<file path="src/hdl/fic_pkg.sv">
// Package for the flash identification and secure-ID host controller.
// Assumes a 100 MHz system clock and an x16 asynchronous flash on the pins.
package fic_pkg;
   localparam int CLK_PERIOD_NS = 10;
   // Pin timing, in ns, and derived cycle counts (least times round up)
   localparam int T_SETUP_NS = 40;
   localparam int T_PULSE_NS = 40;
   localparam int T_READ_NS = 70;
   localparam int T_RECOV_NS = 30;
   localparam int T_RESET_NS = 500;
   localparam int SETUP_CYC = (T_SETUP_NS + CLK_PERIOD_NS - 1) / CLK_PERIOD_NS;
   localparam int PULSE_CYC = (T_PULSE_NS + CLK_PERIOD_NS - 1) / CLK_PERIOD_NS;
   localparam int READ_CYC = (T_READ_NS + CLK_PERIOD_NS - 1) / CLK_PERIOD_NS;
   localparam int RECOV_CYC = (T_RECOV_NS + CLK_PERIOD_NS - 1) / CLK_PERIOD_NS;
   localparam int RESET_CYC = (T_RESET_NS + CLK_PERIOD_NS - 1) / CLK_PERIOD_NS;
   localparam int CNT_W = 8;
   localparam int ADDR_W = 21;
   localparam int DATA_W = 16;
   // Command addresses and data
   localparam logic [ADDR_W-1:0] CMD_ADDR_1 = 21'h000555;
   localparam logic [ADDR_W-1:0] CMD_ADDR_2 = 21'h0002AA;
   localparam logic [DATA_W-1:0] CMD_UNLOCK_1 = 16'h00AA;
   localparam logic [DATA_W-1:0] CMD_UNLOCK_2 = 16'h0055;
   localparam logic [DATA_W-1:0] CMD_ID_ENTRY = 16'h0090;
   localparam logic [DATA_W-1:0] CMD_SECID_ENTRY = 16'h0088;
   localparam logic [DATA_W-1:0] CMD_SECID_PROG = 16'h00A5;
   localparam logic [DATA_W-1:0] CMD_SECID_LOCK = 16'h0085;
   localparam logic [DATA_W-1:0] CMD_EXIT = 16'h00F0;
   localparam logic [DATA_W-1:0] LOCK_DATA = 16'h0000;
   localparam logic [ADDR_W-1:0] ID_MFR_ADDR = 21'h000000;
   localparam logic [ADDR_W-1:0] ID_DEV_ADDR = 21'h000001;
   localparam logic [ADDR_W-1:0] LOCK_STAT_ADDR = 21'h0000FF;
   localparam logic [ADDR_W-1:0] USER_SEG_FIRST = 21'h000008;
   localparam logic [ADDR_W-1:0] USER_SEG_LAST = 21'h000087;
   localparam int TOGGLE_BIT = 6;
   localparam int LOCK_BIT = 3;
   // Wishbone register word offsets (byte addresses)
   localparam logic [7:0] REG_CTRL = 8'h00;
   localparam logic [7:0] REG_ADDR = 8'h04;
   localparam logic [7:0] REG_WDATA = 8'h08;
   localparam logic [7:0] REG_RDATA = 8'h0C;
   localparam logic [7:0] REG_STAT = 8'h10;
   localparam logic [7:0] REG_PINS = 8'h14;
   localparam logic [31:0] PINS_RST = 32'h0000_0001;
   // Operation codes written to CTRL[3:0]
   typedef enum logic [3:0] {
      OP_READ = 4'h0, OP_WRITE = 4'h1, OP_ID_ENTRY = 4'h2, OP_SECID_ENTRY = 4'h3,
      OP_EXIT3 = 4'h4, OP_EXIT1 = 4'h5, OP_SECID_PROG = 4'h6, OP_SECID_LOCK = 4'h7,
      OP_RESET = 4'h8
   } fic_op_t;
endpackage

</file>
<file path="src/hdl/fic_cyc_if.sv">
// Interface between the sequencer and the pin cycle engine.
// Assumes a single clock shared by both ends.
`timescale 1ns/1ps
interface fic_cyc_if;
   import fic_pkg::*;
   logic req;
   logic wr;
   logic [ADDR_W-1:0] addr;
   logic [DATA_W-1:0] wdata;
   logic done;
   logic [DATA_W-1:0] rdata;
   modport seq (output req, output wr, output addr, output wdata, input done, input rdata);
   modport eng (input req, input wr, input addr, input wdata, output done, output rdata);
endinterface

</file>
<file path="src/hdl/fic_cycle.sv">
// Single pin-level bus cycle engine for the flash: one read or one write per request.
// Assumes the flash pins are wired directly; data pins resolved by the bench.
`timescale 1ns/1ps
module fic_cycle
   import fic_pkg::*;
(
   input wire logic clk_i,
   input wire logic rst_i,
   fic_cyc_if.eng cyc,
   output logic [ADDR_W-1:0] addr_o,
   input wire logic [DATA_W-1:0] data_io_i,
   output logic [DATA_W-1:0] data_io_o,
   output logic data_io_oe_o,
   output logic ce_n_o,
   output logic oe_n_o,
   output logic we_n_o
);
   typedef enum {S_IDLE, S_SETUP, S_STROBE, S_RECOV} fic_cst_t;
   fic_cst_t st_r;
   logic [CNT_W-1:0] cnt_r;
   logic [DATA_W-1:0] rdata_r;
   logic wr_r;
   logic cnt_zero;
   logic [CNT_W-1:0] strobe_len;
   assign cnt_zero = (cnt_r == '0);
   assign strobe_len = wr_r ? CNT_W'(PULSE_CYC - 1) : CNT_W'(READ_CYC - 1);
   assign cyc.rdata = rdata_r;
   assign cyc.done = (st_r == S_RECOV) && cnt_zero;

   always_ff @(posedge clk_i) begin
      if (rst_i) begin
         st_r <= S_IDLE;
         cnt_r <= '0;
         wr_r <= 1'b0;
         rdata_r <= '0;
         addr_o <= '0;
         data_io_o <= '0;
         data_io_oe_o <= 1'b0;
         ce_n_o <= 1'b1;
         oe_n_o <= 1'b1;
         we_n_o <= 1'b1;
      end else begin
         case (st_r)
            S_IDLE: begin
               if (cyc.req) begin
                  // Address and data are set up with chip enable before the strobe
                  addr_o <= cyc.addr;
                  data_io_o <= cyc.wdata;
                  data_io_oe_o <= cyc.wr;
                  wr_r <= cyc.wr;
                  ce_n_o <= 1'b0;
                  cnt_r <= CNT_W'(SETUP_CYC - 1);
                  st_r <= S_SETUP;
               end
            end
            S_SETUP: begin
               if (cnt_zero) begin
                  // Never both strobes low: read is OE low WE high, write the reverse
                  oe_n_o <= wr_r;
                  we_n_o <= !wr_r;
                  cnt_r <= strobe_len;
                  st_r <= S_STROBE;
               end else begin
                  cnt_r <= cnt_r - 1'b1;
               end
            end
            S_STROBE: begin
               if (cnt_zero) begin
                  if (!wr_r) begin
                     rdata_r <= data_io_i;
                  end
                  oe_n_o <= 1'b1;
                  we_n_o <= 1'b1;
                  cnt_r <= CNT_W'(RECOV_CYC - 1);
                  st_r <= S_RECOV;
               end else begin
                  cnt_r <= cnt_r - 1'b1;
               end
            end
            S_RECOV: begin
               // Data is released only after WE rises, so the flash latches it cleanly
               data_io_oe_o <= 1'b0;
               ce_n_o <= 1'b1;
               if (cnt_zero) begin
                  st_r <= S_IDLE;
               end else begin
                  cnt_r <= cnt_r - 1'b1;
               end
            end
            default: st_r <= S_IDLE;
         endcase
      end
   end
endmodule

</file>
<file path="src/hdl/fic_host.sv">
// Host controller for an x16 parallel NOR flash: identification, secure-ID query,
// secure-ID programming and lock-out, driven by registers over classic Wishbone.
// Assumes the flash pins attach directly and the bench resolves the data lines.
`timescale 1ns/1ps
// Summary of operation
// - Exit command returns device to array read
// - User segment programmed by dedicated command only
// - Secure-ID program completion polled by toggle bit
// - Lock user segment after programming it
// - Query entry: three writes, last 88H at 555H
// - Leave secure-ID mode with exit command
module fic_host
   import fic_pkg::*;
(
   input wire logic clk_i,
   input wire logic rst_i,
   input wire logic wb_cyc_i,
   input wire logic wb_stb_i,
   input wire logic wb_we_i,
   input wire logic [7:0] wb_adr_i,
   input wire logic [3:0] wb_sel_i,
   input wire logic [31:0] wb_dat_i,
   output logic [31:0] wb_dat_o,
   output logic wb_ack_o,
   output logic [ADDR_W-1:0] addr_o,
   input wire logic [DATA_W-1:0] data_io_i,
   output logic [DATA_W-1:0] data_io_o,
   output logic data_io_oe_o,
   output logic ce_n_o,
   output logic oe_n_o,
   output logic we_n_o,
   output logic wp_n_o,
   output logic rst_n_o
);
   typedef enum {
      H_IDLE, H_ISSUE, H_WAIT, H_POLL_A, H_POLL_B, H_RESET
   } fic_hst_t;

   fic_cyc_if cyc ();
   fic_hst_t st_r;
   logic [2:0] step_r;
   logic [2:0] nsteps_r;
   logic [3:0] op_r;
   logic [ADDR_W-1:0] tgt_addr_r;
   logic [DATA_W-1:0] tgt_data_r;
   logic [DATA_W-1:0] rdata_r;
   logic [DATA_W-1:0] poll_r;
   logic busy_r;
   logic done_r;
   logic err_r;
   logic poll_en_r;
   logic wp_n_r;
   logic [CNT_W-1:0] rcnt_r;
   logic ack_r;
   logic req_r;
   logic wr_r;
   logic [ADDR_W-1:0] caddr_r;
   logic [DATA_W-1:0] cdata_r;

   // Register decode
   logic bus_req;
   logic wr_ctrl;
   logic wr_addr;
   logic wr_wdata;
   logic wr_pins;
   logic start_ok;
   logic [31:0] rd_mux;
   logic user_addr_ok;
   logic op_bad;
   logic [ADDR_W-1:0] step_addr;
   logic [DATA_W-1:0] step_data;
   logic step_is_wr;
   logic last_step;
   logic [DATA_W-1:0] cmd_code;

   assign bus_req = wb_cyc_i && wb_stb_i && !ack_r;
   assign wr_ctrl = bus_req && wb_we_i && (wb_adr_i == REG_CTRL) && wb_sel_i[0];
   assign wr_addr = bus_req && wb_we_i && (wb_adr_i == REG_ADDR);
   assign wr_wdata = bus_req && wb_we_i && (wb_adr_i == REG_WDATA);
   assign wr_pins = bus_req && wb_we_i && (wb_adr_i == REG_PINS) && wb_sel_i[0];
   assign start_ok = wr_ctrl && !busy_r;
   // Only user-segment words are legal for the secure-ID program
   assign user_addr_ok = (wb_adr_i == REG_CTRL) && (tgt_addr_r >= USER_SEG_FIRST)
      && (tgt_addr_r <= USER_SEG_LAST);
   assign op_bad = (wb_dat_i[3:0] == OP_SECID_PROG) && !user_addr_ok;

   always_comb begin
      case (wb_adr_i)
         REG_CTRL: rd_mux = {28'h0000000, op_r};
         REG_ADDR: rd_mux = {11'h000, tgt_addr_r};
         REG_WDATA: rd_mux = {16'h0000, tgt_data_r};
         REG_RDATA: rd_mux = {16'h0000, rdata_r};
         REG_STAT: rd_mux = {28'h0000000, !rdata_r[LOCK_BIT], err_r, done_r, busy_r};
         REG_PINS: rd_mux = {31'h00000000, wp_n_r};
         default: rd_mux = 32'h00000000;
      endcase
   end

   // Command word per step: unlock pair, then code, then optional target write
   always_comb begin
      case (op_r)
         OP_ID_ENTRY: cmd_code = CMD_ID_ENTRY;
         OP_SECID_ENTRY: cmd_code = CMD_SECID_ENTRY;
         OP_SECID_PROG: cmd_code = CMD_SECID_PROG;
         OP_SECID_LOCK: cmd_code = CMD_SECID_LOCK;
         default: cmd_code = CMD_EXIT;
      endcase
   end

   always_comb begin
      step_is_wr = 1'b1;
      if (op_r == OP_EXIT1) begin
         step_addr = tgt_addr_r;
         step_data = CMD_EXIT;
      end else if (op_r == OP_READ || op_r == OP_WRITE) begin
         step_addr = tgt_addr_r;
         step_data = tgt_data_r;
         step_is_wr = (op_r == OP_WRITE);
      end else begin
         case (step_r)
            3'd0: begin
               step_addr = CMD_ADDR_1;
               step_data = CMD_UNLOCK_1;
            end
            3'd1: begin
               step_addr = CMD_ADDR_2;
               step_data = CMD_UNLOCK_2;
            end
            3'd2: begin
               step_addr = CMD_ADDR_1;
               step_data = cmd_code;
            end
            default: begin
               step_addr = tgt_addr_r;
               step_data = (op_r == OP_SECID_LOCK) ? LOCK_DATA : tgt_data_r;
            end
         endcase
      end
   end
   assign last_step = (step_r == nsteps_r - 3'd1);

   assign cyc.req = req_r;
   assign cyc.wr = wr_r;
   assign cyc.addr = caddr_r;
   assign cyc.wdata = cdata_r;
   assign wb_ack_o = ack_r;
   assign wp_n_o = wp_n_r;

   fic_cycle u_cycle (
      .clk_i(clk_i),
      .rst_i(rst_i),
      .cyc(cyc),
      .addr_o(addr_o),
      .data_io_i(data_io_i),
      .data_io_o(data_io_o),
      .data_io_oe_o(data_io_oe_o),
      .ce_n_o(ce_n_o),
      .oe_n_o(oe_n_o),
      .we_n_o(we_n_o)
   );

   always_ff @(posedge clk_i) begin
      if (rst_i) begin
         ack_r <= 1'b0;
         wb_dat_o <= '0;
         tgt_addr_r <= '0;
         tgt_data_r <= '0;
         wp_n_r <= PINS_RST[0];
      end else begin
         ack_r <= bus_req;
         if (bus_req) begin
            wb_dat_o <= rd_mux;
         end
         if (wr_addr) begin
            tgt_addr_r <= wb_dat_i[ADDR_W-1:0];
         end
         if (wr_wdata) begin
            tgt_data_r <= wb_dat_i[DATA_W-1:0];
         end
         if (wr_pins) begin
            wp_n_r <= wb_dat_i[0];
         end
      end
   end

   always_ff @(posedge clk_i) begin
      if (rst_i) begin
         st_r <= H_IDLE;
         step_r <= '0;
         nsteps_r <= '0;
         op_r <= '0;
         rdata_r <= '0;
         poll_r <= '0;
         busy_r <= 1'b0;
         done_r <= 1'b0;
         err_r <= 1'b0;
         poll_en_r <= 1'b0;
         rcnt_r <= '0;
         req_r <= 1'b0;
         wr_r <= 1'b0;
         caddr_r <= '0;
         cdata_r <= '0;
         rst_n_o <= 1'b0;
      end else begin
         case (st_r)
            H_IDLE: begin
               rst_n_o <= 1'b1;
               if (start_ok) begin
                  op_r <= wb_dat_i[3:0];
                  step_r <= '0;
                  done_r <= 1'b0;
                  err_r <= op_bad;
                  // Program ops wait on the toggle bit; polarity of bit 7 is not trusted
                  poll_en_r <= (wb_dat_i[3:0] == OP_SECID_PROG)
                     || (wb_dat_i[3:0] == OP_SECID_LOCK);
                  case (wb_dat_i[3:0])
                     OP_READ, OP_WRITE, OP_EXIT1: nsteps_r <= 3'd1;
                     OP_SECID_PROG, OP_SECID_LOCK: nsteps_r <= 3'd4;
                     default: nsteps_r <= 3'd3;
                  endcase
                  if (op_bad) begin
                     done_r <= 1'b1;
                  end else if (wb_dat_i[3:0] == OP_RESET) begin
                     busy_r <= 1'b1;
                     rst_n_o <= 1'b0;
                     rcnt_r <= CNT_W'(RESET_CYC - 1);
                     st_r <= H_RESET;
                  end else begin
                     busy_r <= 1'b1;
                     st_r <= H_ISSUE;
                  end
               end
            end
            H_ISSUE: begin
               req_r <= 1'b1;
               wr_r <= step_is_wr;
               caddr_r <= step_addr;
               cdata_r <= step_data;
               st_r <= H_WAIT;
            end
            H_WAIT: begin
               req_r <= 1'b0;
               if (cyc.done) begin
                  if (!last_step) begin
                     step_r <= step_r + 3'd1;
                     st_r <= H_ISSUE;
                  end else if (poll_en_r) begin
                     // First poll read only seeds the compare; a stale sample could end early
                     poll_en_r <= 1'b0;
                     st_r <= H_POLL_A;
                  end else begin
                     if (!wr_r) begin
                        rdata_r <= cyc.rdata;
                     end
                     busy_r <= 1'b0;
                     done_r <= 1'b1;
                     st_r <= H_IDLE;
                  end
               end
            end
            H_POLL_A: begin
               req_r <= 1'b1;
               wr_r <= 1'b0;
               st_r <= H_POLL_B;
            end
            H_POLL_B: begin
               req_r <= 1'b0;
               if (cyc.done) begin
                  poll_r <= cyc.rdata;
                  // Two equal reads of the toggle bit mean the program finished
                  if (poll_en_r && (cyc.rdata[TOGGLE_BIT] == poll_r[TOGGLE_BIT])) begin
                     rdata_r <= cyc.rdata;
                     busy_r <= 1'b0;
                     done_r <= 1'b1;
                     st_r <= H_IDLE;
                  end else begin
                     poll_en_r <= 1'b1;
                     st_r <= H_POLL_A;
                  end
               end
            end
            H_RESET: begin
               if (rcnt_r == '0) begin
                  rst_n_o <= 1'b1;
                  busy_r <= 1'b0;
                  done_r <= 1'b1;
                  st_r <= H_IDLE;
               end else begin
                  rcnt_r <= rcnt_r - 1'b1;
               end
            end
            default: st_r <= H_IDLE;
         endcase
      end
   end
endmodule

</file>
<file path="config.mk">
export PLATFORM = sky130hd
export DESIGN_NAME = fic_host
export DESIGN_NICKNAME = d
export VERILOG_FILES = /design/src/hdl/fic_pkg.sv /design/src/hdl/fic_cyc_if.sv /design/src/hdl/fic_cycle.sv /design/src/hdl/fic_host.sv
export SDC_FILE = /design/constraint.sdc
export NUM_CORES = 1
export LEC_CHECK = 0
export ABC_AREA = 1
export BUFFER_PORTS_ARGS = -buffer_cell sky130_fd_sc_hd__buf_4
export CAP_MARGIN = 20
export CORE_ASPECT_RATIO = 0.9
export CORE_MARGIN = 4
export CORE_UTILIZATION = 55
export DETAILED_ROUTE_END_ITERATION = 12
export HOLD_SLACK_MARGIN = 0.12
export PLACE_DENSITY = 0.78
export SKIP_LAST_GASP = 1
export SLEW_MARGIN = 20
export SYNTH_ARGS = -nofsm -noshare
export SYNTH_HDL_FRONTEND = slang
export SYNTH_SLANG_ARGS = --single-unit
</file>
<file path="constraint.sdc">
create_clock -name clk_i -period 3.4 [get_ports clk_i]
set_clock_uncertainty 0.05 [all_clocks]
set_input_delay 0 -clock clk_i [delete_from_list [all_inputs] [get_ports clk_i]]
set_output_delay 0 -clock clk_i [all_outputs]
set_load 0.02 [all_outputs]
</file>
==> results.yml <==
synthesis:
  synth_area_leader_cell: "dfxtp_1"
  post_synth_xor_area_fraction_pct: 0.861
  largest_family_of_logic_cells_by_synthesized_area: "simple AND/OR/NAND/NOR gates"
  synth.yosys.seq_area_share_pct: 45.9
  synth_async_sr_flop_share_pct: 0
  area_share_of_and_or_nand_nor_cells_after_synthesis_pct: 24.7
  synth_adder_area_share_pct: 1.78
  netlist-cell-type-count: 52
  postSynth.topFlopCell: "dfxtp_1"
  syn-mean-instance-area_um2: 7.36
  number_of_enable_flip_flop_cells_after_synthesis: 0
  synth_compound_area_share_pct: 18.7
  post_synth_inst_count: 1243
  ys_seq_elements: 210
  synth_mux_area_share_pct: 0
  area_share_of_the_largest_cell_type_after_synthesis_pct: 45.9
  synth_area_um2: 9150
  synth_warnings: 0
  netlist_top_cells_area: "dfxtp_1, nor2_1, nand2_1"
timing:
  timing.final.crit_share_pct: 90.1
  rsz0062_at_grt: "false"
  max_slew_margin_pct: 31.4
  max_clock_freq_ghz: 0.327
  worst_slew_pin_slew_ps: 1030
  holdWs_ps: 255
  drv_slew: 0
  final_period_minus_worst_setup_slack_ps: 3060
  setup_tns_ps: 0
  final_hold_violations: 0
  finalSetupViolCount: 0
routing:
  post_drt_via_cell_ratio: 5.46
  route.detailed.drc: 0
  route.detailed.wl_per_inst_um: 15.7
  route.final.wire_length_mm: 25.3
  first_iter_violations: 846
  drt_first_pass_iters: 6
  detail-route-antenna-nets: 0
  vias: 8797
setup_path:
  timing.critical_path.arrival_ps: 3450
  worst_setup_path_startpoint: "wb_adr_i[0]"
  startpoint_type: "input pin"
  cp_common_cell: "dlygate4sd3_1"
  r2r_start: "wb_ack_o"
  setup.worst_path.class: "input pin to flop"
  path_max_fanout: 20
  worstPathRequired_ps: 3780
  endpoint_kind: "flop"
  worst_path_max_delay_cell: "dlygate4sd3_1"
  critical_path.cell_chain: "dlygate4sd3_1 > buf_4 > nor2_2 > dlygate4sd3_1 > nand2_1 > nor2_1 > nand2_2 > inv_1 > nand2_1 > o21ai_0 > a21oi_1 > a41oi_1 > dlygate4sd3_1"
  slowest_delay_ps: 630
run_status:
  run_status: "finished, final reports clean"
clocking:
  h-tree-depth: 1
  numClockSinks: 210
  cts-root-to-sink-buffers: 3
  path_clk_slew_ps: 60
  clk_latency_ps: 490
  cts.root.buffer_cell: "clkbuf_16"
  post_cts_repair_setup_buffers: 0
  tritoncts.num_buffers: 21
  tritoncts: "done"
cells_and_area:
  final_layout_size_suffix_gt1_share_pct: 13.8
  fin_util_pct: 69.9
  finish.net_count: 1468
  area_delta_synth_final_pct: 24.0
power:
  pwr-share-comb_pct: 15.8
  report.power.total_mw: 5.94
  switching_part_of_the_total_pct: 26.9
  power_density_normalized_to_cell_area_nw_per_um2: 524
  power_report.internal_total_mw: 4.34
  share_seq_of_total_power_pct: 44.8
  vdd.ir_drop.worst_uv: 339
  power.clock.fraction_pct: 39.4
  switchingPower_mw: 1.60
  p_leak_nw: 4.65
global_route:
  grt_remaining_overflow: 0
  initial_antenna_violation_count: 1
  grtUsageTotal_pct: 26.2
  grt_max_degree: 108
  grt_pass1_wl_mm: 40.3
  first_global_vias: 7946
hold_path:
  hp-class: "input pin to flop"
  hp-start: "wb_dat_i[4]"
placement:
  port_buffers: 115
  gp_congestion: 0.907
  dp.final_hpwl_mm: 16.9
run:
  max_cap_violations: 0
floorplan:
  fp.coreArea_um2: 16200
  initial_utilization_pct: 56.4
  die-height_um: 130
  die_x_um: 144
  floorplan.die_area_um2: 18800
  std_cell_rows: 44
  ioPinCount: 141
## synthesized netlist by cell type, types with 2 or more instances
master and n:
nor3_1 6, o221ai_1 3, buf_2 7, a21oi_1 111, ha_1 13, a211oi_1 24
nor2_1 218, nand4_1 12, inv_2 9, o21ai_0 112, nand2_2 4, clkbuf_1 40
or2_2 2, and2_1 2, dfxtp_1 210, nor3_4 2, xor2_1 5, a221oi_1 8
buf_1 6, a22oi_1 3, o31ai_1 2, o211ai_1 10, a31oi_1 6, inv_1 92
nand2_1 214, inv_4 3, o22ai_1 5, xnor2_1 4, nor2_2 7, buf_4 15
o21ai_1 12, a41oi_1 3, o2111ai_1 2, nand3_1 53
## power groups by stage
| stage | sequential [mW] | clock, mW | combinational [mW] |
|---|---|---|---|
| after floorplan | 2.71 | 0 | 0.667 |
| after global placement | 2.71 | 0 | 0.837 |
| after detailed placement | 2.71 | 0 | 0.860 |
| after CTS | 2.66 | 2.37 | 0.922 |
| after global routing | 2.68 | 2.47 | 1.04 |
| final | 2.66 | 2.34 | 0.938 |
## final timing paths
check | to | slack (ps) | cells after the start
min | tgt_data_r[4] | 260 | 4
max | wb_dat_o[0] | 340 | 13
min reg2reg | u_cycle.cyc.rdata[0] | 410 | 2
max reg2reg | wb_dat_o[0] | 500 | 8
## layout make-up
class,instances,area (um^2)
Clock inverter,5,75.1
Inverter,105,402
Clock buffer,31,623
Timing Repair Buffer,183,1530
Fill cell,1293,4890
Sequential cell,210,4200
Multi-Input combinational cell,869,4260
Tap cell,207,259
Antenna cell,2,5.00
## per-layer routing
layer	share of wire (%)	up-vias	GRT usage (%)
li1	-	4394	-
met1	45	4006	38.1
met2	44	349	40.9
met3	8.1	48	4.22
met4	2.1	0	6.98
met5	0	-	0
## through the flow
stage / area (um^2) / setup slack, ps / std cells
4_1_cts: 11300 / 418 / 1610
3_3_place_gp: 10000 / 1060 / 1515
3_5_place_dp: 10000 / 936 / 1515
2_1_floorplan: 9190 / 1580 / 1253
6_report: 11300 / 338 / 1612
5_1_grt: 11300 / 107 / 1611
## cells in the final DEF (no fill, tap or decap), drive strengths merged
cell type and n:
a21oi 111, a22oi 3, o21bai 1, bufinv 2, o31ai 2, a211o 1, ha 13, nand4 12
nor4 1, nand3 55, clkinv 4, a211oi 24, nor3 9, buf 124, nor3b 1, a31oi 6
o2111ai 2, diode 2, and2 2, a221oi 8, o311ai 1, nor2 227, xnor2 4, o221ai 3
nand2 220, conb 11, or2 2, o21ai 125, o211ai 10, nand3b 2, dfxtp 210, inv 104
a41oi 3, xor2 5, clkbuf 31, dlygate4sd3 59, o22ai 5
## cells by family (layout without fill, tap and decap cells)
family	after synthesis	count (layout)
adder cells (fa/ha/maj)	13	13
XOR/XNOR	9	9
buffers and inverters	174	324
AO/OA/AOI/OAI	305	305
other	1	13
AND/OR/NAND/NOR	531	531
flip-flops	210	210
## flip-flops by register name (all words and copies together) (netlist names), 2 cells and up
name	count
op_r	4
rcnt_r	8
caddr_r	21
tgt_addr_r	21
u_cycle.data_io_o	16
wb_dat_o	21
u_cycle.st_r	2
u_cycle.addr_o	21
st_r	3
u_cycle.cnt_r	8
u_cycle.cyc.rdata	16
tgt_data_r	16
nsteps_r	3
rdata_r	16
cdata_r	16
step_r	3
## worst max-delay path: cells and delay by family
family | cells | cell delay, ps
and+or+nand+nor | 5 | 660
buffers and inverters | 5 | 2430
AOI/OAI and AO/OA | 3 | 360
## repair_timing
item | CTS | global route
resized for setup | 0 | 0
hold buffers | 59 | 0
endpoints found under the hold margin | 112 | 0
endpoints found under the setup margin | 0 | 0
Note: power is estimated with default switching activity, not from simulation.
